===== src/acc_pkg.sv =====
`default_nettype none
package acc_pkg;
    // register offsets (byte addresses on the plain register port)
    localparam logic [3:0] ADDR_CONTROL_B = 4'h0;
    localparam logic [3:0] ADDR_CMP_CSR = 4'h1;
    localparam logic [3:0] ADDR_DIDR = 4'h2;
    localparam logic [3:0] ADDR_MUX_SEL = 4'h3;
    localparam logic [3:0] ADDR_CONV_CTRL = 4'h4;
    localparam logic [3:0] ADDR_IRQ_STATUS = 4'h5;
    localparam logic [3:0] ADDR_IRQ_MASK = 4'h6;

    // comparator control/status bit positions
    localparam int CSR_DISABLE = 7;
    localparam int CSR_BANDGAP = 6;
    localparam int CSR_OUTPUT = 5;
    localparam int CSR_FLAG = 4;
    localparam int CSR_IRQ_EN = 3;
    localparam int CSR_CAPTURE = 2;
    localparam int CSR_MODE_HI = 1;
    localparam int CSR_MODE_LO = 0;

    // other bit positions
    localparam int CTLB_MUX_EN = 6;
    localparam int DIDR_NEG = 1;
    localparam int DIDR_POS = 0;
    localparam int MUXSEL_HI = 5;
    localparam int CONV_ENABLE = 7;
    localparam int CONV_PWR_REDUCE = 0;
    localparam int IRQ_EDGE = 0;

    // reset values
    localparam logic [7:0] RESET_BYTE = 8'h00;

    // interrupt mode encodings
    localparam logic [1:0] MODE_TOGGLE = 2'h0;
    localparam logic [1:0] MODE_FALL = 2'h2;
    localparam logic [1:0] MODE_RISE = 2'h3;

    // negative source select
    typedef enum logic [1:0] {
        ACC_NEG_PIN = 2'b01,
        ACC_NEG_MUX = 2'b10
    } acc_neg_src_t;

    // analog steering bundle sent to the comparator core
    typedef struct packed {
        logic power_down;
        logic pos_bandgap;
        logic neg_from_mux;
        logic [3:0] channel;
    } acc_analog_ctl_t;
endpackage : acc_pkg
`default_nettype wire


===== src/acc_comparator_ctrl.sv =====
// Operation
// - output status high when positive exceeds negative
// - synchronize raw result, one to two cycles
// - disable bit powers comparator down
// - bandgap select replaces positive pin input
// - matching edge sets flag regardless enable
// - irq needs flag, enable, global enable
// - vector acknowledge clears flag
// - writing one clears flag, zero ignored
// - capture enable routes output to timer
// - mode: toggle, reserved, falling, rising
// - mux enable, converter off: channel N
// - otherwise negative pin is used
// - mux lent only without power reduction
// - input disable gates pin buffer, reads zero
// - converter enable decides mux lending
//
// Implementation choices: strobed register access and the register offsets.
`default_nettype none
module acc_comparator_ctrl
    import acc_pkg::*;
(
    // clock, reset, enable
    input wire logic ref_clk_in,
    input wire logic rst_b_in,
    input wire logic clk_en_in,
    // register port
    input wire logic [3:0] reg_addr_in,
    input wire logic [7:0] reg_wdata_in,
    input wire logic reg_wr_in,
    input wire logic reg_rd_in,
    output logic [7:0] reg_rdata_out,
    // processor side
    input wire logic global_irq_en_in,
    input wire logic irq_vector_ack_in,
    output logic cmp_irq_out,
    output logic sys_irq_out,
    // comparator core
    input wire logic cmp_raw_in,
    output logic [6:0] analog_ctl_out,
    // pins' digital buffers
    input wire logic pos_pin_digital_in,
    input wire logic neg_pin_digital_in,
    output logic pos_pin_port_out,
    output logic neg_pin_port_out,
    output logic pos_pin_buffer_disable_out,
    output logic neg_pin_buffer_disable_out,
    // timer capture front end
    output logic capture_src_out,
    output logic capture_route_enable_out
);

    // control register state
    logic cmp_disable; // powers core off
    logic bandgap_select; // positive input source
    logic cmp_irq_flag; // sticky edge flag
    logic cmp_irq_enable; // interrupt enable
    logic capture_route_enable; // route to timer
    logic [1:0] irq_mode; // edge mode field
    logic neg_mux_enable; // borrow converter mux
    logic neg_pin_buffer_disable;
    logic pos_pin_buffer_disable;
    logic channel_select_hi;
    logic [2:0] channel_select_lo;
    logic converter_enable;
    logic converter_power_reduce;
    logic irq_mask; // system interrupt mask
    logic irq_status; // system sticky status
    // synchroniser and edge state
    // the raw result is asynchronous to our clock, so it is
    // caught by a first flop and settled by a second one; the
    // second flop is the readable output bit itself, which
    // keeps the delay from a raw change to the status bit at
    // one to two clocks depending on where the change falls
    // relative to the sampling edge
    logic cmp_sync1; // first stage, read by second only
    logic cmp_output_status; // second stage, readable output
    logic cmp_prev; // previous output for edges
    logic pos_sync1, pos_sync2, neg_sync1, neg_sync2;
    // note on the pin paths: each pin level is also asynchronous,
    // so it gets its own two-flop chain before the port gate
    // combinational helpers
    logic hit; // mode-matched edge
    logic wr_csr, wr_status;
    acc_neg_src_t neg_src;
    acc_analog_ctl_t next_analog;
    logic [7:0] next_rdata;

    // edge detector by mode; reserved mode never fires
    // cmp_prev and cmp_output_status both reset low, which is the
    // idle level of a powered-down core, so no false edge is
    // seen on the first clocks after reset
    // the mode field is read live, so a mode change can make a
    // pending level difference look like an event; software is
    // expected to mask the interrupt enable around such changes
    function automatic logic edge_match(input logic [1:0] mode,
                                        input logic prev,
                                        input logic cur);
        case (mode)
            MODE_TOGGLE: edge_match = prev ^ cur;
            MODE_FALL: edge_match = prev & ~cur;
            MODE_RISE: edge_match = ~prev & cur;
            default: edge_match = 1'b0;
        endcase
    endfunction : edge_match

    assign wr_csr = reg_wr_in && (reg_addr_in == ADDR_CMP_CSR);
    assign wr_status = reg_wr_in && (reg_addr_in == ADDR_IRQ_STATUS);
    // flag events come only from synchronized output transitions
    assign hit = edge_match(irq_mode, cmp_prev, cmp_output_status);

    // negative input source selection
    // the converter multiplexer may only be lent to the
    // comparator while the converter is off and not held in
    // power reduction; in every other case the dedicated
    // negative pin is used
    // the channel index is passed through unchanged; the core
    // only looks at it when the lent path is chosen
    always_comb begin
        if (neg_mux_enable && !converter_enable
            && !converter_power_reduce) begin
            neg_src = ACC_NEG_MUX;
        end else begin
            neg_src = ACC_NEG_PIN;
        end
        next_analog.power_down = cmp_disable;
        next_analog.pos_bandgap = bandgap_select;
        next_analog.neg_from_mux = (neg_src == ACC_NEG_MUX);
        next_analog.channel = {channel_select_hi, channel_select_lo};
    end

    // comparator csr writes; control bits reset to zero
    // the output bit is read-only and the flag is handled in its
    // own process, so neither is touched here
    // disabling the core is allowed at any time; the hazard of a
    // spurious event on power change is left to software
    always_ff @(posedge ref_clk_in or negedge rst_b_in) begin
        if (!rst_b_in) begin
            cmp_disable <= 1'b0;
            bandgap_select <= 1'b0;
            cmp_irq_enable <= 1'b0;
            capture_route_enable <= 1'b0;
            irq_mode <= MODE_TOGGLE;
        end else if (clk_en_in && wr_csr) begin
            cmp_disable <= reg_wdata_in[CSR_DISABLE];
            bandgap_select <= reg_wdata_in[CSR_BANDGAP];
            cmp_irq_enable <= reg_wdata_in[CSR_IRQ_EN];
            capture_route_enable <= reg_wdata_in[CSR_CAPTURE];
            irq_mode <= {reg_wdata_in[CSR_MODE_HI], reg_wdata_in[CSR_MODE_LO]};
        end
    end

    // other control registers
    // converter enable, power reduction and channel select are
    // local copies held here so the steering can be decided in
    // one place; writes to unmapped offsets are dropped
    always_ff @(posedge ref_clk_in or negedge rst_b_in) begin
        if (!rst_b_in) begin
            neg_mux_enable <= 1'b0;
            neg_pin_buffer_disable <= 1'b0;
            pos_pin_buffer_disable <= 1'b0;
            channel_select_hi <= 1'b0;
            channel_select_lo <= 3'h0;
            converter_enable <= 1'b0;
            converter_power_reduce <= 1'b0;
            irq_mask <= 1'b0;
        end else if (clk_en_in && reg_wr_in) begin
            case (reg_addr_in)
                ADDR_CONTROL_B: begin
                    neg_mux_enable <= reg_wdata_in[CTLB_MUX_EN];
                end
                ADDR_DIDR: begin
                    neg_pin_buffer_disable <= reg_wdata_in[DIDR_NEG];
                    pos_pin_buffer_disable <= reg_wdata_in[DIDR_POS];
                end
                ADDR_MUX_SEL: begin
                    channel_select_hi <= reg_wdata_in[MUXSEL_HI];
                    channel_select_lo <= reg_wdata_in[2:0];
                end
                ADDR_CONV_CTRL: begin
                    converter_enable <= reg_wdata_in[CONV_ENABLE];
                    converter_power_reduce <= reg_wdata_in[CONV_PWR_REDUCE];
                end
                ADDR_IRQ_MASK: begin
                    irq_mask <= reg_wdata_in[IRQ_EDGE];
                end
                default: begin
                end
            endcase
        end
    end

    // two-flop synchroniser for the raw comparator result
    // only the second flop reads the first; everything else,
    // the edge detector included, looks at the second flop
    // cmp_prev holds the previous settled value so that the
    // edge detector compares two clean samples
    always_ff @(posedge ref_clk_in or negedge rst_b_in) begin
        if (!rst_b_in) begin
            cmp_sync1 <= 1'b0;
            cmp_output_status <= 1'b0;
            cmp_prev <= 1'b0;
        end else if (clk_en_in) begin
            cmp_sync1 <= cmp_raw_in;
            cmp_output_status <= cmp_sync1;
            cmp_prev <= cmp_output_status;
        end
    end

    // pin digital inputs, synchronised
    // the buffer-disable gate is applied after the chain, so a
    // disabled pin reads zero from the next output update on
    // even if its synchroniser still holds an old high level
    always_ff @(posedge ref_clk_in or negedge rst_b_in) begin
        if (!rst_b_in) begin
            pos_sync1 <= 1'b0;
            pos_sync2 <= 1'b0;
            neg_sync1 <= 1'b0;
            neg_sync2 <= 1'b0;
        end else if (clk_en_in) begin
            pos_sync1 <= pos_pin_digital_in;
            pos_sync2 <= pos_sync1;
            neg_sync1 <= neg_pin_digital_in;
            neg_sync2 <= neg_sync1;
        end
    end

    // comparator flag: set wins over both clears
    // an event that lands in the same clock as a vector
    // acknowledge or a write-one clear must not be lost, so the
    // set branch is tested first
    // writing zero to the flag position leaves it alone, which
    // lets software rewrite the other csr bits safely
    always_ff @(posedge ref_clk_in or negedge rst_b_in) begin
        if (!rst_b_in) begin
            cmp_irq_flag <= 1'b0;
        end else if (clk_en_in) begin
            if (hit) begin
                cmp_irq_flag <= 1'b1;
            end else if (irq_vector_ack_in) begin
                cmp_irq_flag <= 1'b0;
            end else if (wr_csr && reg_wdata_in[CSR_FLAG]) begin
                cmp_irq_flag <= 1'b0;
            end
        end
    end

    // system sticky status, write one to clear, set wins
    // this copy of the event is independent of the comparator
    // enable and is only gated by its own mask at the output
    always_ff @(posedge ref_clk_in or negedge rst_b_in) begin
        if (!rst_b_in) begin
            irq_status <= 1'b0;
        end else if (clk_en_in) begin
            if (hit) begin
                irq_status <= 1'b1;
            end else if (wr_status && reg_wdata_in[IRQ_EDGE]) begin
                irq_status <= 1'b0;
            end
        end
    end

    // read mux; unmapped reads zero
    // the mux is sampled into reg_rdata_out only when the read
    // strobe is high, so data stand for exactly one cycle after
    // the strobe and the bus shows zero otherwise
    always_comb begin
        next_rdata = RESET_BYTE;
        case (reg_addr_in)
            ADDR_CONTROL_B: next_rdata[CTLB_MUX_EN] = neg_mux_enable;
            ADDR_CMP_CSR: begin
                next_rdata[CSR_DISABLE] = cmp_disable;
                next_rdata[CSR_BANDGAP] = bandgap_select;
                next_rdata[CSR_OUTPUT] = cmp_output_status;
                next_rdata[CSR_FLAG] = cmp_irq_flag;
                next_rdata[CSR_IRQ_EN] = cmp_irq_enable;
                next_rdata[CSR_CAPTURE] = capture_route_enable;
                next_rdata[CSR_MODE_HI] = irq_mode[1];
                next_rdata[CSR_MODE_LO] = irq_mode[0];
            end
            ADDR_DIDR: begin
                next_rdata[DIDR_NEG] = neg_pin_buffer_disable;
                next_rdata[DIDR_POS] = pos_pin_buffer_disable;
            end
            ADDR_MUX_SEL: begin
                next_rdata[MUXSEL_HI] = channel_select_hi;
                next_rdata[2:0] = channel_select_lo;
            end
            ADDR_CONV_CTRL: begin
                next_rdata[CONV_ENABLE] = converter_enable;
                next_rdata[CONV_PWR_REDUCE] = converter_power_reduce;
            end
            ADDR_IRQ_STATUS: next_rdata[IRQ_EDGE] = irq_status;
            ADDR_IRQ_MASK: next_rdata[IRQ_EDGE] = irq_mask;
            default: next_rdata = RESET_BYTE;
        endcase
    end

    // registered outputs
    // every top-level output comes from this flop bank, so the
    // interrupt lines, the steering and the pin ports all lag
    // their sources by one clock
    // the comparator interrupt is a level: it drops one clock
    // after the flag, the enable or the global enable drops
    // the capture path forwards the settled result only; the
    // timer's own noise canceller and edge select follow it
    always_ff @(posedge ref_clk_in or negedge rst_b_in) begin
        if (!rst_b_in) begin
            reg_rdata_out <= RESET_BYTE;
            cmp_irq_out <= 1'b0;
            sys_irq_out <= 1'b0;
            analog_ctl_out <= 7'h00;
            pos_pin_port_out <= 1'b0;
            neg_pin_port_out <= 1'b0;
            pos_pin_buffer_disable_out <= 1'b0;
            neg_pin_buffer_disable_out <= 1'b0;
            capture_src_out <= 1'b0;
            capture_route_enable_out <= 1'b0;
        end else if (clk_en_in) begin
            reg_rdata_out <= reg_rd_in ? next_rdata : RESET_BYTE;
            // the enable guard is software's duty when changing mode/power
            cmp_irq_out <= cmp_irq_flag && cmp_irq_enable
                           && global_irq_en_in;
            sys_irq_out <= irq_status && irq_mask;
            analog_ctl_out <= next_analog;
            pos_pin_port_out <= pos_sync2 && !pos_pin_buffer_disable;
            neg_pin_port_out <= neg_sync2 && !neg_pin_buffer_disable;
            pos_pin_buffer_disable_out <= pos_pin_buffer_disable;
            neg_pin_buffer_disable_out <= neg_pin_buffer_disable;
            // timer side needs its own capture interrupt enable
            capture_src_out <= capture_route_enable
                               && cmp_output_status;
            capture_route_enable_out <= capture_route_enable;
        end
    end

endmodule : acc_comparator_ctrl
`default_nettype wire


===== config.mk =====
export PLATFORM = sky130hd
export DESIGN_NAME = acc_comparator_ctrl
export DESIGN_NICKNAME = d
export VERILOG_FILES = /design/src/acc_pkg.sv /design/src/acc_comparator_ctrl.sv
export SDC_FILE = /design/constraint.sdc
export NUM_CORES = 1
export LEC_CHECK = 0
export BUFFER_PORTS_ARGS = -buffer_cell sky130_fd_sc_hd__buf_2
export CAP_MARGIN = 20
export CORE_UTILIZATION = 47
export DETAILED_ROUTE_END_ITERATION = 10
export PLACE_DENSITY = 0.7
export SYNTH_ARGS = -nofsm -noshare
export SYNTH_HDL_FRONTEND = slang
export SYNTH_SLANG_ARGS = --single-unit
export TNS_END_PERCENT = 1

===== constraint.sdc =====
create_clock -name ref_clk_in -period 3.6 [get_ports ref_clk_in]
set_input_delay 0.36 -clock ref_clk_in [delete_from_list [all_inputs] [get_ports ref_clk_in]]
set_output_delay 0.36 -clock ref_clk_in [all_outputs]
set_load 0.01 [all_outputs]

# After elaboration in Yosys (flattened, before gate mapping)
# Cells that the tools add are included.
[classes]
n_eq_ne = 9
n_mux = 15
bitwise = 5
n_reduce_logical = 29
[op_table]
columns = ["op", "n"]
rows = [
  ["1-bit logical AND", 14],
  ["2-bit AND reduction", 7],
  ["4-bit by 3-bit equality test with 1-bit output (second input constant)", 3],
  ["4-bit by 2-bit equality test with 1-bit output (second input constant)", 2],
  ["8-bit 2-to-1 mux", 1],
  ["1-bit case mux with 2 select lines", 4],
  ["2-bit equality test (second input constant)", 3],
  ["1-bit case mux with 3 select lines", 2],
  ["1-bit case mux with 6 select lines", 1],
  ["1-bit 2-to-1 mux", 5],
  ["4-bit by 1-bit equality test with 1-bit output (second input constant)", 1],
  ["1-bit logical NOT", 4],
  ["4-bit logical NOT", 1],
  ["2-bit 2-to-1 mux", 2],
  ["3-bit nonzero test", 1],
  ["1-bit bitwise AND", 2],
  ["2-bit logical NOT", 1],
  ["1-bit NOT", 2],
  ["2-bit nonzero test", 1],
  ["1-bit XOR", 1],
]
[totals]
register_bits = 48
output_inout_bits = 23
wordCells = 90

# Logic depth before layout (Yosys ltp)
[depth]
word_depth = 6
mapped_depth = 5

# Least setup slack after synthesis
# OpenSTA, ideal clock, no wires.
[synth_path]
kind = "input port to flip-flop"
start = "input port reg_addr_in[2]"
end = "register channel_select_hi"
setup_ns = 0.125
arrival_ns = 1.391
path_slack_ns = 2.084
cell_stages = 5
path_buffers = 2
cell_sequence = "buf_6 > and4bb_4 > and3_4 > buf_6 > mux2_4"
[synth_via]
elab_chain_len = 2
[synth_rtl]
columns = ["element", "line", "text"]
rows = [
  ["start: declaration", "acc_comparator_ctrl.sv:28", "input wire logic [3:0] reg_addr_in,"],
  ["4-bit by 2-bit equality test with 1-bit output", "acc_comparator_ctrl.sv:168", "case (reg_addr_in)"],
  ["2-bit AND reduction (no source line)", "-", ""],
  ["end signal: assignment", "acc_comparator_ctrl.sv:177", "channel_select_hi <= reg_wdata_in[MUXSEL_HI];"],
  ["end: declaration", "acc_comparator_ctrl.sv:63", "logic channel_select_hi;"],
]
# Every way passes these cells.
# A chain may end at the register's enable or synchronous reset.

==> flow_metrics.tcl <==
set metrics [dict create \
    status "complete, no violations" \
    fin_crit_sh_pct 50.0 \
    max_slew_margin_pct 58.7 \
    nFillCells 360 \
    synth-async-reset-ratio_pct 100 \
    drive_gt1_share_pct 44.7 \
    worstPathArrival_ns 2.02 \
    skew_ns 0.00459 \
    required_ns 3.82 \
    synthCells 160 \
    dp_hpwl_mm 2.92 \
    clk_pin_slew_ns 0.08 \
    seqPwrFrac_pct 55.5 \
    ff_latch_area_mm2 0.00120 \
    yosysTopAreaCell "dfrtp_1" \
    n_antenna_cell 0 \
    leakagePower_nw 1.24 \
    critPathSlowestCell "or4_1" \
    synth.net_count 184 \
    yosys_warnings 0 \
    grt_pass1_wl_mm 7.03 \
    grt_antenna_before_repair 0 \
    synth_flop_cell "dfrtp_1" \
    multi_input_area_um2 851 \
    maxSlewViolCount 0 \
    overflow 0 \
    final.setup.tns_ns 0 \
    avgRoutedWirePerCell_um 15.8 \
    finalSetupViolations 0 \
    sw_frac_of_total_pct 26.6 \
    tritoncts "done" \
    critPathBufInv 2 \
    core_mm2 0.00435 \
    ys_seq_area_share_pct 56.6 \
    maxCapViolCount 0 \
    tightest_slew_ns 0.620 \
    drc_errors 0 \
    power.internal_mw 0.899 \
    yosysMostFrequentCell "dfrtp_1" \
    synth_top_area_share_pct 56.6 \
    r2r_slack_ns 2.24 \
    via_count 1418 \
    routed_wl_mm 4.09 \
    cts_sinks 48 \
    finish.utilization_pct 57.0 \
    mappedNetlistArea_mm2 0.00212 \
    critical-path-top-delay-family "buffers and inverters" \
    combPwrFrac_pct 18.2 \
    startpoint_type "primary input" \
    worstSkewPairLatency_ns 0.30 \
    ant_nets 0 \
    die_y_um 69.2 \
    max_stage_delay_ns 0.60 \
    synth.cells.most_frequent "dfrtp_1 (48), mux2_2 (31), o21ai_0 (7)" \
    fmax_ghz 0.556 \
    rsz0062_at_grt "false" \
    crit_type "in -> reg" \
    endpoint_kind "flip-flop" \
    cts_buffers 5 \
    ir_drop_v 0.000324 \
    syn2layout_area_growth_pct 16.9 \
    cts_root_buffer "clkbuf_8" \
    h-tree-depth 2 \
    drt-pass1-iter-count 4 \
    synth_cell_types 37 \
    synth_edf_count 0 \
    ios 45 \
    gp_congestion 0.765 \
    viasPerCell 5.50 \
    cts_setup_buffers 0 \
    die_w_um 69.2 \
    grtUsageTotal_pct 18.9 \
    fin_nets 229 \
    synth.ff_latch_count 48 \
    drt_iter0_markers 66 \
    avgSynthCellArea_um2 13.3 \
    critPathMaxFanout 32 \
    start_util_pct 48.8 \
    p_clk_share_pct 26.3 \
    period_needed_ns 1.80 \
    net-switching-power_mw 0.325 \
    powerDensity_mw_per_mm2 493 \
    rows 24 \
    io_buffers 44 \
    path_cells "buf_2 -> inv_1 -> or4_1 -> o2bb2ai_1" \
    final_hold_viol_count 0 \
    clockBufferDepth 2 \
    grt_max_degree 49 \
    ys_top_cells_by_area "dfrtp_1 (57%), mux2_2 (16%), mux2_4 (2.8%)" \
    hold_path_class "in -> reg" \
    die_area_mm2 0.00479 \
    first_global_vias 1451 \
]
repair_timing:
| action | 4_1_cts | 5_1_grt |
|---|---|---|
| hold buffers | 0 | 1 |
| resized for setup | 0 | 0 |
| endpoints found under the hold margin | 0 | 12 |
stage by stage:
stage	setup slack [ns]	hold WS, ns	total power, mW	std cells	cell area, um2
6_report	1.80	0.289	1.22	258	2480
5_1_grt	1.65	0.270	1.30	258	2480
4_1_cts	1.81	0.278	1.24	256	2450
3_5_place_dp	1.50	0.468	0.914	248	2360
3_3_place_gp	1.56	0.463	0.900	248	2360
2_1_floorplan	2.08	0.0644	0.819	160	2120
power groups by stage:
stage	Combinational, mW	Clock (mW)	Sequential [mW]
floorplan	0.125	0	0.694
global placement	0.216	0	0.685
detailed placement	0.223	0	0.690
CTS	0.223	0.335	0.680
global route	0.249	0.359	0.691
finish	0.223	0.322	0.679
placed cells by master, fill, tap and decap left out, types with 2 or more instances in the layout:
master,instances
inv_1,6
mux2_4,4
clkinv_2,2
nor3_1,3
ha_1,2
a22o_1,6
mux2_2,31
nor4_1,2
nor2b_1,4
nor2_1,3
clkbuf_8,6
nand3b_1,2
o21ai_0,7
nand2_1,6
and3_1,5
a221o_1,3
buf_2,44
dfrtp_1,48
nand3_1,2
metal layers:
layer | track usage, % | routed length (um) | vias up
met5 | 0 | 0 | -
met4 | 6.12 | 61 | 0
met3 | 5.52 | 197 | 5
met2 | 30.9 | 1990 | 33
met1 | 24.1 | 1840 | 708
li1 | - | - | 672
area by class of cell:
| cell class | count | area share [%] |
|---|---|---|
| multi-input cells | 98 | 34.3 |
| repair buffers | 46 | 10.1 |
| well taps | 52 | 2.62 |
| flip-flops and latches | 48 | 48.4 |
| clock inverters | 2 | 0.403 |
| inverters | 6 | 0.907 |
| clock buffers | 6 | 3.33 |
state kept, by name, summed over array words and instances (netlist names), 2 cells and up:
signal / cells
reg_rdata_out: 8
channel_select_lo: 3
irq_mode: 2
analog_ctl_out: 7
final timing paths:
| check | start | to | depth (start not counted) |
|---|---|---|---|
| hold reg to reg | analog_ctl_out[4] | analog_ctl_out[4] | 1 |
| setup reg to reg | cmp_output_status | irq_status | 5 |
| setup / recovery | clk_en_in | reg_rdata_out[0] | 4 |
| hold / removal | reg_wdata_in[5] | channel_select_hi | 2 |
| max in group asynchronous | rst_b_in | bandgap_select | 3 |
| min in group asynchronous | rst_b_in | cmp_output_status | 2 |
cell families (layout without fill, tap and decap cells):
| group | count (synthesis) | after routing | share of synthesized area, % |
|---|---|---|---|
| DFF | 48 | 48 | 56.6 |
| and+or+nand+nor | 38 | 38 | 11.3 |
| muxes | 37 | 37 | 20.3 |
| AOI/OAI and AO/OA | 21 | 21 | 7.31 |
| buffers and inverters | 14 | 60 | 3.36 |
| adders and majority gates | 2 | 2 | 1.18 |
worst register-to-register path, cell delays in order, from the launching register on:
cell and delay [ns]:
dfrtp_1 0.41, inv_1 0.08, ha_1 0.19, mux2_2 0.25, a21oi_1 0.19, o21ai_0 0.10
(Power assumes the default switching activity.)
